--- src/adc_scan_pkg.sv ---
// Package with register map, field layout, reset values and timing for the converter control block.
package adc_scan_pkg;
   localparam int          ADDR_W            = 8;
   localparam int          DATA_W            = 16;
   localparam int          CHANNELS          = 8;
   // Register offsets.
   localparam logic [7:0]  OFF_GENERAL       = 8'h36;
   localparam logic [7:0]  OFF_SCAN_MASK     = 8'h37;
   localparam logic [7:0]  OFF_RANGE_SEL     = 8'h38;
   localparam logic [7:0]  OFF_IRQ_STATUS    = 8'h40;
   localparam logic [7:0]  OFF_IRQ_MASK      = 8'h41;
   // Reset values.
   localparam logic [15:0] RST_GENERAL       = 16'h2000;
   localparam logic [15:0] RST_SCAN_MASK     = 16'h0000;
   localparam logic [15:0] RST_RANGE_SEL     = 16'hff00;
   // Field positions in the general configuration word.
   localparam int          POS_MODE          = 13;
   localparam int          POS_TRIG          = 12;
   localparam int          POS_RATE_LO       = 8;
   localparam int          POS_READY         = 7;
   // Writable bits of the general, scan and range registers.
   localparam logic [15:0] WMASK_GENERAL     = 16'h2300;
   localparam logic [15:0] WMASK_SCAN        = 16'h6de0;
   localparam logic [15:0] WMASK_RANGE       = 16'hff00;
   // Interrupt status bits.
   localparam int          IRQ_DONE          = 0;
   localparam int          IRQ_W             = 1;
   // Base sample period at 500 kSPS; the 250, 125 and 62.5 kSPS codes use two, four and eight times it.
   localparam int          CLK_HZ            = 40_000_000;
   localparam int          SPS_500K          = 500_000;
   localparam int          CYC_500K          = CLK_HZ / SPS_500K;
   localparam int          SCAN_SLOT_CYC     = CYC_500K;
endpackage

--- src/adc_slot_timer.sv ---
// Down counter that times one conversion slot.
`timescale 1ns/1ps
module adc_slot_timer
   import adc_scan_pkg::*;
#(
   parameter int CNT_W = 16
) (
   input  wire logic             ref_clk,
   input  wire logic             rst_b,
   input  wire logic             load,
   input  wire logic [CNT_W-1:0] load_value,
   output logic                  expired
);
   logic [CNT_W-1:0] count;

   // The slowest rate needs eight base slots, so the counter must hold that many cycles.
   if (CNT_W < 2 || (SCAN_SLOT_CYC << 3) >= (1 << CNT_W)) begin : g_cnt_w_check
      $error("Slot counter too narrow for the slowest rate.");
   end

   // A load restarts the slot; the counter idles at zero otherwise.
   always_ff @(posedge ref_clk) begin
      if (!rst_b) begin
         count <= '0;
      end else if (load) begin
         count <= load_value;
      end else if (count != '0) begin
         count <= count - 1'b1;
      end
   end

   // Pulse on the last cycle of a running slot.
   assign expired = (count == {{(CNT_W-1){1'b0}}, 1'b1});
endmodule

--- src/adc_scan_config_regs.sv ---
// Register file and scan sequencer for the multiplexed converter control block.
//
// Strobed register access was chosen for this implementation.
`timescale 1ns/1ps
module adc_scan_config_regs
   import adc_scan_pkg::*;
(
   input  wire logic                ref_clk,
   input  wire logic                rst_b,
   input  wire logic [ADDR_W-1:0]   reg_addr,
   input  wire logic [DATA_W-1:0]   reg_wdata,
   input  wire logic                reg_write,
   input  wire logic                reg_read,
   output logic      [DATA_W-1:0]   reg_rdata,
   output logic                     irq,
   output logic      [2:0]          analog_input_n,
   output logic                     sample_strobe,
   output logic                     channel_range_bit,
   output logic                     cycle_busy
);
   typedef enum logic [1:0] {
      ST_IDLE = 2'b00,
      ST_SCAN = 2'b01,
      ST_DONE = 2'b10
   } scan_state_t;

   localparam int CNT_W = 16;

   logic [15:0]          general;
   logic [15:0]          channel_scan_enable_bit;
   logic [15:0]          range_sel;
   logic                 ready;
   logic [IRQ_W-1:0]     irq_status;
   logic [IRQ_W-1:0]     irq_mask;
   scan_state_t          state;
   logic [2:0]           chan;
   logic                 slot_load;
   logic [CNT_W-1:0]     slot_len;
   logic                 slot_expired;
   logic [CHANNELS-1:0]  enabled;
   logic                 cycle_end;
   logic                 start_direct;
   logic                 auto_mode;
   logic [15:0]          next_rdata;
   logic [2:0]           next_chan;
   logic                 next_found;
   logic [1:0]           rate_sel;
   logic [2:0]           cur_chan;

   assign auto_mode = general[POS_MODE];

   // Scan bits in channel order; two gaps keep the documented layout.
   // channel bit map
   assign enabled = {channel_scan_enable_bit[5], channel_scan_enable_bit[6],
                     channel_scan_enable_bit[7], channel_scan_enable_bit[8],
                     channel_scan_enable_bit[10], channel_scan_enable_bit[11],
                     channel_scan_enable_bit[13], channel_scan_enable_bit[14]};

   // Slot length doubles per rate step, so 62.5 kSPS is eight base slots.
   // A trigger write that also sets the rate must time its first slot at the new rate.
   // rate to period
   assign rate_sel = (reg_write && reg_addr == OFF_GENERAL) ? reg_wdata[POS_RATE_LO +: 2] :
                                                              general[POS_RATE_LO +: 2];
   assign slot_len = CNT_W'(SCAN_SLOT_CYC << rate_sel);

   // A direct conversion starts when software writes the trigger bit.
   assign start_direct = reg_write && (reg_addr == OFF_GENERAL) &&
                         reg_wdata[POS_TRIG] && !reg_wdata[POS_MODE];

   // Configuration registers; write masks keep reserved bits at zero.
   // general reset
   always_ff @(posedge ref_clk) begin
      if (!rst_b) begin
         general <= RST_GENERAL;
      end else if (reg_write && reg_addr == OFF_GENERAL) begin
         general <= reg_wdata & WMASK_GENERAL;
      end
   end

   // Bits 12 and 9 are expected zero from software and are masked anyway.
   // scan reset
   always_ff @(posedge ref_clk) begin
      if (!rst_b) begin
         channel_scan_enable_bit <= RST_SCAN_MASK;
      end else if (reg_write && reg_addr == OFF_SCAN_MASK) begin
         channel_scan_enable_bit <= reg_wdata & WMASK_SCAN;
      end
   end

   always_ff @(posedge ref_clk) begin
      if (!rst_b) begin
         range_sel <= RST_RANGE_SEL;
      end else if (reg_write && reg_addr == OFF_RANGE_SEL) begin
         range_sel <= reg_wdata & WMASK_RANGE;
      end
   end

   // Find next enabled channel after the current one, wrapping; found flags any.
   // skip disabled inputs
   always_comb begin
      logic [2:0] idx;
      next_chan  = chan;
      next_found = 1'b0;
      idx        = chan;
      for (int i = 1; i <= CHANNELS; i++) begin
         idx = 3'(chan + 3'(i));
         if (!next_found && enabled[idx]) begin
            next_chan  = idx;
            next_found = 1'b1;
         end
      end
   end

   // A cycle ends when the slot expires on the highest enabled channel.
   assign cycle_end = slot_expired && (next_chan <= chan);

   // Sequencer walks enabled channels, one slot each.
   always_ff @(posedge ref_clk) begin
      if (!rst_b) begin
         state <= ST_IDLE;
         chan  <= 3'd7;
      end else begin
         unique case (state)
            ST_IDLE: begin
               if ((auto_mode || start_direct) && next_found) begin
                  state <= ST_SCAN;
                  chan  <= next_chan;
               end
            end
            ST_SCAN: begin
               if (!next_found) begin
                  state <= ST_IDLE;
                  chan  <= 3'd7;
               end else if (slot_expired) begin
                  chan <= next_chan;
                  if (cycle_end) begin
                     state <= auto_mode ? ST_SCAN : ST_DONE;
                  end
               end
            end
            ST_DONE: begin
               state <= ST_IDLE;
               chan  <= 3'd7;
            end
            default: begin
               state <= ST_IDLE;
               chan  <= 3'd7;
            end
         endcase
      end
   end

   assign slot_load = (state == ST_IDLE && (auto_mode || start_direct) && next_found) ||
                      (state == ST_SCAN && slot_expired && next_found &&
                       !(cycle_end && !auto_mode));

   adc_slot_timer #(
      .CNT_W      (CNT_W)
   ) u_slot_timer (
      .ref_clk    (ref_clk),
      .rst_b      (rst_b),
      .load       (slot_load),
      .load_value (slot_len),
      .expired    (slot_expired)
   );

   // Ready flag: set at the end of a direct cycle, cleared by a new cycle or auto mode.
   // ready set
   always_ff @(posedge ref_clk) begin
      if (!rst_b) begin
         ready <= 1'b0;
      end else if (auto_mode || state == ST_SCAN && !cycle_end) begin
         ready <= 1'b0;
      end else if (state == ST_SCAN && cycle_end) begin
         ready <= 1'b1;
      end else if (slot_load) begin
         ready <= 1'b0;
      end
   end

   // Sticky completion event; set wins over a write-one clear.
   always_ff @(posedge ref_clk) begin
      if (!rst_b) begin
         irq_status <= '0;
      end else begin
         irq_status[IRQ_DONE] <= (state == ST_SCAN && cycle_end) ||
            (irq_status[IRQ_DONE] &&
             !(reg_write && reg_addr == OFF_IRQ_STATUS && reg_wdata[IRQ_DONE]));
      end
   end

   always_ff @(posedge ref_clk) begin
      if (!rst_b) begin
         irq_mask <= '0;
      end else if (reg_write && reg_addr == OFF_IRQ_MASK) begin
         irq_mask <= reg_wdata[IRQ_W-1:0];
      end
   end

   assign irq = |(irq_status & irq_mask);

   // Read mux; unmapped addresses return zero.
   // reserved read zero
   always_comb begin
      next_rdata = 16'h0000;
      unique case (reg_addr)
         OFF_GENERAL:    next_rdata = general | (16'(ready) << POS_READY);
         OFF_SCAN_MASK:  next_rdata = channel_scan_enable_bit;
         OFF_RANGE_SEL:  next_rdata = range_sel;
         OFF_IRQ_STATUS: next_rdata = 16'(irq_status);
         OFF_IRQ_MASK:   next_rdata = 16'(irq_mask);
         default:        next_rdata = 16'h0000;
      endcase
   end

   // Read data stands only in the cycle after the strobe.
   always_ff @(posedge ref_clk) begin
      if (!rst_b) begin
         reg_rdata <= 16'h0000;
      end else begin
         reg_rdata <= reg_read ? next_rdata : 16'h0000;
      end
   end

   // A slot start moves the channel on the same edge, so the outputs follow the new one.
   assign cur_chan = slot_load ? next_chan : chan;

   // Per-channel outputs toward the analog front end.
   // range per channel
   always_ff @(posedge ref_clk) begin
      if (!rst_b) begin
         analog_input_n    <= 3'd0;
         channel_range_bit <= 1'b1;
         sample_strobe     <= 1'b0;
         cycle_busy        <= 1'b0;
      end else begin
         analog_input_n    <= cur_chan;
         channel_range_bit <= range_sel[4'd15 - {1'b0, cur_chan}];
         sample_strobe     <= slot_load;
         cycle_busy        <= (state == ST_SCAN);
      end
   end

   property p_ready_zero_auto;
      @(posedge ref_clk) disable iff (!rst_b)
      $past(auto_mode) |-> !ready;
   endproperty
   a_ready_zero_auto: assert property (p_ready_zero_auto)
      else $error("Ready set in automatic mode.");

   property p_ready_after_cycle;
      @(posedge ref_clk) disable iff (!rst_b)
      (state == ST_SCAN && cycle_end && !auto_mode) |=> ready;
   endproperty
   a_ready_after_cycle: assert property (p_ready_after_cycle)
      else $error("Ready not set after direct cycle.");

   property p_scan_reserved;
      @(posedge ref_clk) disable iff (!rst_b)
      (channel_scan_enable_bit & ~WMASK_SCAN) == 16'h0000;
   endproperty
   a_scan_reserved: assert property (p_scan_reserved)
      else $error("Scan register reserved bit set.");

   property p_general_reserved;
      @(posedge ref_clk) disable iff (!rst_b)
      (general & ~WMASK_GENERAL) == 16'h0000;
   endproperty
   a_general_reserved: assert property (p_general_reserved)
      else $error("General register reserved bit set.");

   property p_range_reserved;
      @(posedge ref_clk) disable iff (!rst_b)
      (range_sel & ~WMASK_RANGE) == 16'h0000;
   endproperty
   a_range_reserved: assert property (p_range_reserved)
      else $error("Range register reserved bit set.");

   property p_ready_clear_start;
      @(posedge ref_clk) disable iff (!rst_b)
      (state == ST_IDLE && slot_load) |=> !ready;
   endproperty
   a_ready_clear_start: assert property (p_ready_clear_start)
      else $error("Ready still set after a new cycle started.");

   property p_chan_enabled;
      @(posedge ref_clk) disable iff (!rst_b)
      (state == ST_SCAN && next_found) |-> enabled[chan];
   endproperty
   a_chan_enabled: assert property (p_chan_enabled)
      else $error("Disabled channel converted.");

   property p_ready_readonly;
      @(posedge ref_clk) disable iff (!rst_b)
      (reg_write && reg_addr == OFF_GENERAL && state == ST_IDLE && !slot_load && !ready)
         |=> !ready;
   endproperty
   a_ready_readonly: assert property (p_ready_readonly)
      else $error("Write changed ready flag.");

   property p_range_reset;
      @(posedge ref_clk) $rose(rst_b) |-> range_sel == RST_RANGE_SEL;
   endproperty
   a_range_reset: assert property (p_range_reset)
      else $error("Range register wrong after reset.");

   property p_general_reset;
      @(posedge ref_clk) $rose(rst_b) |-> general == RST_GENERAL;
   endproperty
   a_general_reset: assert property (p_general_reset)
      else $error("General register wrong after reset.");

   property p_scan_reset;
      @(posedge ref_clk) $rose(rst_b) |-> channel_scan_enable_bit == RST_SCAN_MASK;
   endproperty
   a_scan_reset: assert property (p_scan_reset)
      else $error("Scan register wrong after reset.");

   c_direct_done: cover property (@(posedge ref_clk) disable iff (!rst_b) $rose(ready));
   c_irq: cover property (@(posedge ref_clk) disable iff (!rst_b) $rose(irq));
   c_auto_scan: cover property (@(posedge ref_clk) disable iff (!rst_b)
      auto_mode && state == ST_SCAN && cycle_end);
   c_single_span: cover property (@(posedge ref_clk) disable iff (!rst_b)
      sample_strobe && !channel_range_bit);
endmodule

--- config.mk ---
export PLATFORM = sky130hd
export DESIGN_NAME = adc_scan_config_regs
export DESIGN_NICKNAME = d
export VERILOG_FILES = /design/src/adc_scan_pkg.sv /design/src/adc_slot_timer.sv /design/src/adc_scan_config_regs.sv
export SDC_FILE = /design/constraint.sdc
export NUM_CORES = 1
export LEC_CHECK = 0
export ABC_AREA = 1
export ABC_CLOCK_PERIOD_IN_PS = 5070
export BUFFER_PORTS_ARGS = -buffer_cell sky130_fd_sc_hd__buf_2
export CORE_ASPECT_RATIO = 1.25
export CORE_MARGIN = 1.5
export CORE_UTILIZATION = 58
export DETAILED_ROUTE_END_ITERATION = 8
export GPL_TIMING_DRIVEN = 0
export PLACE_DENSITY_LB_ADDON = 0.2
export SYNTH_ARGS = -nofsm -noshare
export SYNTH_HDL_FRONTEND = slang
export SYNTH_HIERARCHICAL = 1
export SYNTH_SLANG_ARGS = --single-unit
--- constraint.sdc ---
create_clock -name ref_clk -period 5.07 [get_ports ref_clk]
set_clock_uncertainty 0.15 [all_clocks]
set_input_delay 0.7605 -clock ref_clk [delete_from_list [all_inputs] [get_ports ref_clk]]
set_output_delay 0.7605 -clock ref_clk [all_outputs]
set_load 0.02 [all_outputs]
[Yosys cells after proc, flatten, opt, wreduce, memory -nomap -nowiden]
Index checks and enable logic that the tools add are counted.
W data, S select, Z words.
Storage, ports and cells
  word-level logic and storage cells: 148
  bits of input ports: 28
  bits in registers: 65
Cells by class
  shifts and indexed selects: 1
  multiplexer cells: 51
  equality and inequality tests: 10
  bitwise operators: 3
  add/subtract/negate cells: 9
  magnitude comparators: 10
  reductions and logical operators: 50
Operator list (number)
  $pmux W16 S5: 1
  $mux W3: 12
  $lt A3 B4 Y1 const B: 8
  $mux W16: 2
  $logic_and A1 B1 Y1: 26
  $bmux W1 S3: 8
  $eq A8 B6 Y1 const B: 3
  $mux W1: 19
  $eq A16 B1 Y1 const B: 1
  $eq A8 B7 Y1 const B: 2
  $reduce_bool A16 Y1: 1
  $shl A7 B2 Y16 const A: 1
  $sub A16 B1 Y16 const B: 1
  $or A14 B8 Y14: 1
  $add A3 B3 Y3 const B: 4
  $logic_not A1 Y1: 12
  $mux W2: 6
  $add A3 B2 Y3 const B: 2
  $ne A3 B3 Y1 const B: 2
  $pmux W3 S2: 1
  $lt A4 B5 Y1 const B: 1
  $bmux W1 S4: 1
  $logic_or A1 B1 Y1: 4
  $pmux W2 S2: 1
  other kinds (12): 14

[Longest topological paths before layout]
Gate-level depths: netlist of run 1.
  depth after elaboration: 35
  gate-level depth with buffers: 33
  mapped depth without buffers: 33

[Modules after synthesis]
The synthesis of run 1 kept the hierarchy.
Modules (own cells, without submodules)
  adc_scan_config_regs: area each 2767.7 um^2, cells an instance 428, instances 1, seq. area each 900.9 um^2
  adc_slot_timer: area each 1138.6 um^2, cells an instance 178, instances 1, seq. area each 320.3 um^2

[Worst setup path after synthesis of run 1]
OpenSTA, ideal clock, no wires.
  path type: flip-flop to flip-flop
  start: register chan[1]
  end: register u_slot_timer.count[0]
  path slack: 974 ps
  buffers on the path: 2
  cell stages (with the launch flop): 26
  setup time: 73 ps
  data required time: 4847 ps
  data arrival time: 3874 ps
  path through: dfxtp_1 buf_4 clkinv_1 ha_1 inv_1 nand3_2 nand3_2 nand2_2 nor2_4 nand4_4 nor2_4 nand2_1 inv_1 nand2_1 and2_1 ha_1 a21oi_1 a32oi_1 o211ai_1 nand2_1 nand2_4 inv_2 inv_1 buf_2 o21ai_0 nor3_2
On the way
  word-level cells in the longest chain between the ends: 32
  elaborated cells between the ends (all ways): 63
Ends and longest elaborated chain
  start: declaration: line adc_scan_config_regs.sv:36  | logic [2:0] chan;
  start signal: assignment: line adc_scan_config_regs.sv:127  | chan <= next_chan;
  start signal: assignment: line adc_scan_config_regs.sv:135  | chan <= next_chan;
  $add A3 B1 Y3: line adc_scan_config_regs.sv:106  | idx = 3'(chan + 3'(i));
  $bmux W1 S3: line adc_scan_config_regs.sv:107  | if (!next_found && enabled[idx]) begin
  $mux W1 (implied by the code): line adc_scan_config_regs.sv:107
  $mux W1: line adc_scan_config_regs.sv:107
  $logic_not A1 Y1: line adc_scan_config_regs.sv:107
  $logic_and A1 B1 Y1: line adc_scan_config_regs.sv:107
  $mux W1: line adc_scan_config_regs.sv:107
  $logic_not A1 Y1: line adc_scan_config_regs.sv:107
  [... 17 more ...]
  $le A3 B3 Y1: line adc_scan_config_regs.sv:115  | assign cycle_end = slot_expired && (next_chan <= chan);
  $logic_and A1 B1 Y1: line adc_scan_config_regs.sv:115
  $logic_and A1 B1 Y1: line adc_scan_config_regs.sv:155  | !(cycle_end && !auto_mode));
  $logic_not A1 Y1: line adc_scan_config_regs.sv:155
  $logic_and A1 B1 Y1: line adc_scan_config_regs.sv:154  | (state == ST_SCAN && slot_expired && next_found &&
  $logic_or A1 B1 Y1 (*): line adc_scan_config_regs.sv:153  | assign slot_load = (state == ST_IDLE && (auto_mode || start_direct) && next_found) ||
  net slot_load: line adc_scan_config_regs.sv:37  | logic slot_load;
  $mux W16 / $reduce_bool A2 Y1 (equally long branches)
  end signal: assignment: line adc_slot_timer.sv:26  | count <= load_value;
  end signal: assignment: line adc_slot_timer.sv:28  | count <= count - 1'b1;
  end: declaration: line adc_slot_timer.sv:14  | logic [CNT_W-1:0] count;
Mark *: on every way through the listed nets, which the timed path passes. The rest lies on a longest branch. The select of a mux whose other input is x is not followed.
A chain may end at the register's enable or synchronous reset.

[Worst setup path in the final report of run 1]
Ends and elaborated chain as after synthesis.

==> flow_summary_export.csv, run 1 <==
group,metric,value,unit
logic_synthesis,synth_edf_count,0,
sta,layout_setup_ws,0.357,ns
logic_synthesis,ys.warnings.count,6,
logic_synthesis,synth_top_family_by_area,"simple AND/OR/NAND/NOR gates",
floorplanning,ios,51,
logic_synthesis,synth_common_cells,"179 x nand2_1, 75 x inv_1, 62 x nor2_1, 61 x dfxtp_1, 59 x nand3_1",
final_layout,fin_area,4520,µm²
global_route,grt_first_pass_wirelength,16.0,mm
logic_synthesis,synth_compound_area_share,10.6,%
drt,drcViolationCount,0,
logic_synthesis,synth_top_area_share,31.3,%
placed_design,gp_congestion,0.945,
critical_path,cpMostUsedCell,"nand2_1",
global_route,grt-ovfl-total,0,
logic_synthesis,synth_seq_cells,61,
critical_path,critPathBufInv,7,
min_path,holdPathEnd,"reg_rdata[0]",
drt,vias,4025,
critical_path,reg2reg_depth,25,
sta,maxSlewHeadroom,51.9,%
placed_design,hpwl,7.72,mm
floorplanning,start_util,59.9,%
floorplanning,rows,33,
logic_synthesis,synth-xor-area-share,1.79,%
power_and_ir_drop,total_leakage_power,2.31,nW
drt,drt_iter0_drc,177,
critical_path,timing.reg2reg.setup_slack,0.36,ns
min_path,hold_start,"irq_status",
drt,ant_nets,0,
critical_path,cp-start-kind,"flop",
critical_path,critPathArrivalTime,4.80,ns
global_route,antenna_found_initial,0,
logic_synthesis,avgSynthCellArea,6.45,µm²
drt,wirelength,9.96,mm
clocking,cts.sinks,61,
min_path,whs_path_depth,2,
global_route,grt_usage,28.2,%
sta,finalSetupViolCount,0,
clocking,ctsHtreeMaxLevel,3,
clocking,clk_latency,0.35,ns
critical_path,r2r-start,"chan[1]",
power_and_ir_drop,power_density,653,nW/µm²
logic_synthesis,synthArstFlopShare,0,%
logic_synthesis,syn-instance-count,606,
sta,worst_slew_pin_slew,0.716,ns
floorplanning,fp.dieH,94.8,µm
logic_synthesis,ys.flop_type,"dfxtp_1",
logic_synthesis,ys_seq_area_share,31.3,%
sta,period_share,93.0,%
critical_path,cp_slowest_cell,"ha_2",
placed_design,portBuffers,42,
sta,max_freq,212,MHz
critical_path,r2r-end,"u_slot_timer/count[0]",
logic_synthesis,yosys.area.top_type,"dfxtp_1",
critical_path,critPathMaxStageDelay,0.37,ns
global_route,grt_pass1_vias,3648,
placed_design,placedCellCount,748,
final_layout,layout-drive-gt1-share,17.5,%
drt,avgViaCountPerCell,5.25,
final_layout,synthToLayoutAreaGrowth,15.7,%
logic_synthesis,synth_area,3910,µm²
floorplanning,die_w,76.4,µm
sta,tns,0,ns
drt,wl_per_cell,13.0,µm
logic_synthesis,synth_fa_ha_area_share,2.24,%
final_layout,n_antenna_cell,0,
sta,hold_viol_final,0,
clocking,clk_pin_slew_worst_paths,0.07,ns
clocking,clk_path_buf_depth,2,
final_layout,fin_cells,767,
job,drv_cap,0,
critical_path,path_max_fanout,10,
floorplanning,core_area,6520,µm²
logic_synthesis,synthTopCellsByArea,"dfxtp_1 31%, nand2_1 17%, nand3_1 7.6%",
critical_path,end_kind,"flop",
sta,fin_crit,4.71,ns
global_route,grt_max_degree,13,
placed_design,pre_cts_ws,0.171,ns
critical_path,crit_required,5.16,ns
logic_synthesis,yosysMostFrequentCell,"nand2_1",
logic_synthesis,synth_simple_gate_area_share,43.9,%
status,status,"finished clean",
critical_path,path_class,"flop to flop",
clocking,cts_root_buffer,"clkbuf_8",
final_layout,nets,710,
min_path,worstHoldPathType,"flop to flop",
clocking,ctsHoldBuffers,0,
critical_path,path_delay_family,"simple AND/OR/NAND/NOR gates",
power_and_ir_drop,irDropWorstVdd,419,µV
sta,maxSlewViolCount,0,
drt,dr.pass1.iters,5,
placed_design,dpl_cell_area,4270,µm²
final_layout,utilization,69.3,%
logic_synthesis,synth_cell_types,45,
floorplanning,dieArea,7240,µm²
logic_synthesis,synthMuxAreaShare,0,%
clocking,numCtsBuffers,9,
clocking,cts_tree,"yes",
==> layer usage <==
| metal | GRT usage (%) | vias up | wire length [µm] | share of wire, % |
|---|---|---|---|---|
| met5 | 0 | - | 0 | 0 |
| met4 | 13.1 | 0 | 274 | 2.8 |
| met3 | 5.41 | 21 | 552 | 5.5 |
| met2 | 51.2 | 135 | 5080 | 51 |
| met1 | 32.1 | 1805 | 4050 | 41 |
| li1 | - | 2064 | - | - |
==> report_power, final <==
| part | switching, mW | total [mW] | leakage [nW] | internal (mW) |
|---|---|---|---|---|
| registers | 0.0689 | 0.632 | 0.498 | 0.563 |
| clock network | 0.208 | 0.437 | 0.100 | 0.229 |
| logic | 1.22 | 1.88 | 1.71 | 0.662 |
==> worst max path at each step <==
| stage | to | start | cells past startpoint |
|---|---|---|---|
| after floorplan | u_slot_timer/count[0] | chan[1] | 25 |
| after global placement | u_slot_timer/count[0] | chan[1] | 25 |
| after detailed placement | u_slot_timer/count[0] | chan[1] | 25 |
| after CTS | u_slot_timer/count[0] | chan[1] | 25 |
| after global routing | u_slot_timer/count[15] | chan[1] | 30 |
| final | u_slot_timer/count[0] | chan[1] | 25 |
==> area by class of cell <==
class | count | area [µm²]
Sequential cell | 61 | 1220
Fill cell | 600 | 2010
Tap cell | 87 | 109
Clock inverter | 7 | 73.8
Buffer | 14 | 88.8
Timing Repair Buffer | 45 | 243
Clock buffer | 9 | 124
Inverter | 81 | 312
Multi-Input combinational cell | 463 | 2350
==> state kept, by name, summed over array words and instances, names as in the netlist <==
name	cells
ready	1
sample_strobe	1
irq_status	1
cycle_busy	1
irq_mask	1
analog_input_n	3
channel_scan_enable_bit	8
reg_rdata	12
general	3
chan	3
channel_range_bit	1
u_slot_timer/count	16
state	2
range_sel	8
==> timing repair <==
item | in CTS | in global routing
setup endpoints to repair | 0 | 15
hold endpoints to repair | 0 | 0
gates resized for setup | 0 | 6
buffers inserted | 0 | 2
==> cell families after synthesis <==
group	after synthesis
AO/OA/AOI/OAI	74
XOR/XNOR	8
adder cells (fa/ha/maj)	7
buffers and inverters	95
flip-flops	61
other	1
AND/OR/NAND/NOR	360
==> layout by cell type (no fill, tap or decap), types with 3 or more instances in the layout <==
master        n
nor2_1       61
nand3b_1      4
nand4_1       3
clkbuf_8      9
nand3_2       5
a31oi_1       4
inv_2         3
buf_2        43
nand2_4       6
nor2_4        6
buf_4         8
a22oi_1       4
nor2_2        5
inv_1        74
clkbuf_1      4
xor2_1        7
o21ai_1       3
ha_1          6
or2_2         4
nor3_1        8
nand2_1     179
nand3_1      59
nand2_2       9
conb_1       14
dfxtp_1      61
o21ai_0      18
clkinvlp_4    3
a21oi_1      33
o22ai_1       3
o211ai_1      3
==> worst register-to-register path, cell delays in order, from the launching register on <==
cell and delay, ns:
dfxtp_1 0.34, buf_4 0.20, clkinvlp_4 0.23, ha_2 0.38
inv_1 0.20, nand3_2 0.13, nand3_2 0.12, nand2_2 0.10
nor2_4 0.16, nand4_4 0.11, nor2_4 0.16, nand2_1 0.12
inv_1 0.09, nand2_1 0.07, and2_1 0.19, ha_1 0.31
nand3b_1 0.08, a32oi_1 0.23, o211ai_1 0.11, nand2_1 0.13
nand2_4 0.09, inv_2 0.18, clkinvlp_4 0.21, buf_2 0.24
o21ai_0 0.21, nor3_2 0.07
==> stage by stage <==
| stage | total power [mW] | hold WS (ns) |
|---|---|---|
| final | 2.95 | 0.325 |
| after floorplan | 2.07 | 0.280 |
| after CTS | 2.87 | 0.329 |
| after global routing | 3.22 | 0.348 |
| after global placement | 2.38 | 0.312 |
| after detailed placement | 2.43 | 0.316 |
Power figures use the tool's default switching activity.
==> run 2, diff against run 1 <==
CELL_PAD_IN_SITES_DETAIL_PLACEMENT = 1   (was default)
CELL_PAD_IN_SITES_GLOBAL_PLACEMENT = 1   (was default)
CORE_UTILIZATION = 41   (was 58)
==> run 2 against run 1 <==
Worst hold slack improved by 0.0070 ns. Sequential power is 0.9% higher. Clock power rose by 53%. Count of clock-buffer cells in the layout stayed put. Largest cell class unchanged. First-iteration DRC count fell by 29%. Setup slack improved by 0.10 ns. Via count grew 3.1%. Non-clock buffer count did not move. Global-route usage shrank 2.8 points. Flip-flop and latch count unchanged.
==> flow_summary_export.csv, run 2 (synthesis gave the netlist of run 1 again) <==
group,metric,value,unit
drt,dr.pass1.iters,4,
critical_path,cp_slowest_cell,"dfxtp_2",
critical_path,reg2reg_depth,27,
clocking,cts_root_buffer,"clkbuf_16",
drt,ant_nets,0,
sta,tns,0,ns
sta,finalSetupViolCount,0,
sta,maxSlewViolCount,0,
final_layout,synthToLayoutAreaGrowth,19.9,%
clocking,numCtsBuffers,9,
critical_path,cp-start-kind,"flop",
floorplanning,die_w,90.3,µm
min_path,whs_path_depth,2,
drt,avgViaCountPerCell,5.17,
final_layout,final_common_cell,"nand2_1",
critical_path,critPathMaxStageDelay,0.41,ns
sta,rsz0062_at_grt,"false",
critical_path,end_kind,"flop",
global_route,antenna_found_initial,0,
floorplanning,fp.dieH,112,µm
drt,drt_iter0_drc,125,
final_layout,n_antenna_cell,0,
critical_path,critPathArrivalTime,4.67,ns
floorplanning,start_util,42.4,%
global_route,grt_max_degree,13,
clocking,cts_tree,"yes",
clocking,ctsHtreeMaxLevel,3,
sta,period_share,91.0,%
power_and_ir_drop,finalPower,3.23,mW
clocking,clk_latency,0.33,ns
power_and_ir_drop,power_density,690,nW/µm²
clocking,clk_pin_slew_worst_paths,0.06,ns
sta,maxSlewHeadroom,46.4,%
floorplanning,core_area,9220,µm²
final_layout,largestRegisters,"u_slot_timer/count x16, reg_rdata x12",
final_layout,largest_reg_flops,16,
placed_design,gp_congestion,0.824,
critical_path,cpMostUsedCell,"nand2_1",
global_route,grt-ovfl-total,0,
sta,hold_viol_final,0,
sta,fin_crit,4.61,ns
placed_design,placedCellCount,784,
job,drv_cap,0,
sta,max_freq,217,MHz
critical_path,crit_required,5.13,ns
final_layout,nets,710,
drt,drcViolationCount,0,
global_route,grt_first_pass_wirelength,20.6,mm
critical_path,path_max_fanout,10,
final_layout,fin_cells,803,
power_and_ir_drop,irDropWorstVdd,276,µV
placed_design,hpwl,9.34,mm
global_route,grt_pass1_vias,4351,
clocking,cts.sinks,61,
drt,vias,4148,
sta,layout_setup_ws,0.457,ns
clocking,ctsHoldBuffers,0,
placed_design,pre_cts_ws,-0.0149,ns
clocking,clk_path_buf_depth,2,
placed_design,portBuffers,42,
final_layout,layout-drive-gt1-share,17.5,%
drt,wirelength,12.3,mm
floorplanning,dieArea,10100,µm²
drt,wl_per_cell,15.3,µm
final_layout,final_cell_mix,"179 x nand2_1, 73 x inv_1, 62 x nor2_1",
power_and_ir_drop,total_leakage_power,2.36,nW
min_path,worstHoldPathType,"flop to flop",
sta,worst_slew_pin_slew,0.797,ns
global_route,grt_usage,25.4,%
floorplanning,rows,39,
final_layout,top_register,"u_slot_timer/count",
floorplanning,ios,51,
critical_path,path_class,"flop to flop",
status,status,"finished clean",
run 2: changes by cell type in the layout (fill, tap and decap cells not counted), sizes merged:
| cell | change |
|---|---|
| bufinv | +1 |
| clkinv | -1 |
run 2: through the flow:
step / area [µm²] / hold slack [ns] / util (%)
after floorplan: 3960 / 0.280 / -
after global placement: 4320 / 0.319 / 46.8
after detailed placement: 4320 / 0.323 / 46.8
after CTS: 4640 / 0.338 / 50.3
after global routing: 4680 / 0.357 / 50.8
final: 4680 / 0.332 / 50.8
run 2: power by group:
group	total (mW)	switching (mW)	internal, mW
Sequential	0.638	0.0735	0.565
Combinational	1.93	1.28	0.643
Clock	0.668	0.236	0.431
run 2: worst max-delay path, delay by kind of cell (launching register included):
| family | cells | cell delay (ns) |
|---|---|---|
| AOI/OAI and AO/OA | 3 | 0.65 |
| adders and majority gates | 2 | 0.60 |
| buffers and inverters | 7 | 1.15 |
| DFF | 1 | 0.41 |
| and+or+nand+nor | 15 | 1.55 |
run 2: path summary, 6_finish.rpt:
kind,startpoint,endpoint,slack [ns]
setup / recovery,chan[0],u_slot_timer/count[5],0.46
hold / removal,general[9],reg_rdata[9],0.33
setup reg to reg,chan[0],u_slot_timer/count[5],0.46
hold reg to reg,general[9],reg_rdata[9],0.33
run 2: layer usage:
layer / GRT usage [%] / vias up / part of all wire, % / routed length, µm
li1: - / 2065 / - / -
met1: 28.7 / 2024 / 42 / 5210
met2: 47.9 / 43 / 54 / 6650
met3: 4.40 / 16 / 2.1 / 257
met4: 8.25 / 0 / 1.7 / 208
met5: 0 / - / 0 / 0
run 2: what timing repair did:
item,4_1_cts,5_1_grt
pin swaps,0,0
setup buffers,0,2
setup endpoints to repair,3,17
resized for setup,1,6
run 2: area by class of cell:
type	count	area (µm²)
Fill cell	1262	4540
Tap cell	123	154
Clock inverter	7	97.6
Buffer	14	87.6
Inverter	81	310
Clock buffer	9	225
Timing Repair Buffer	45	230
Multi-Input combinational cell	463	2350
Sequential cell	61	1220
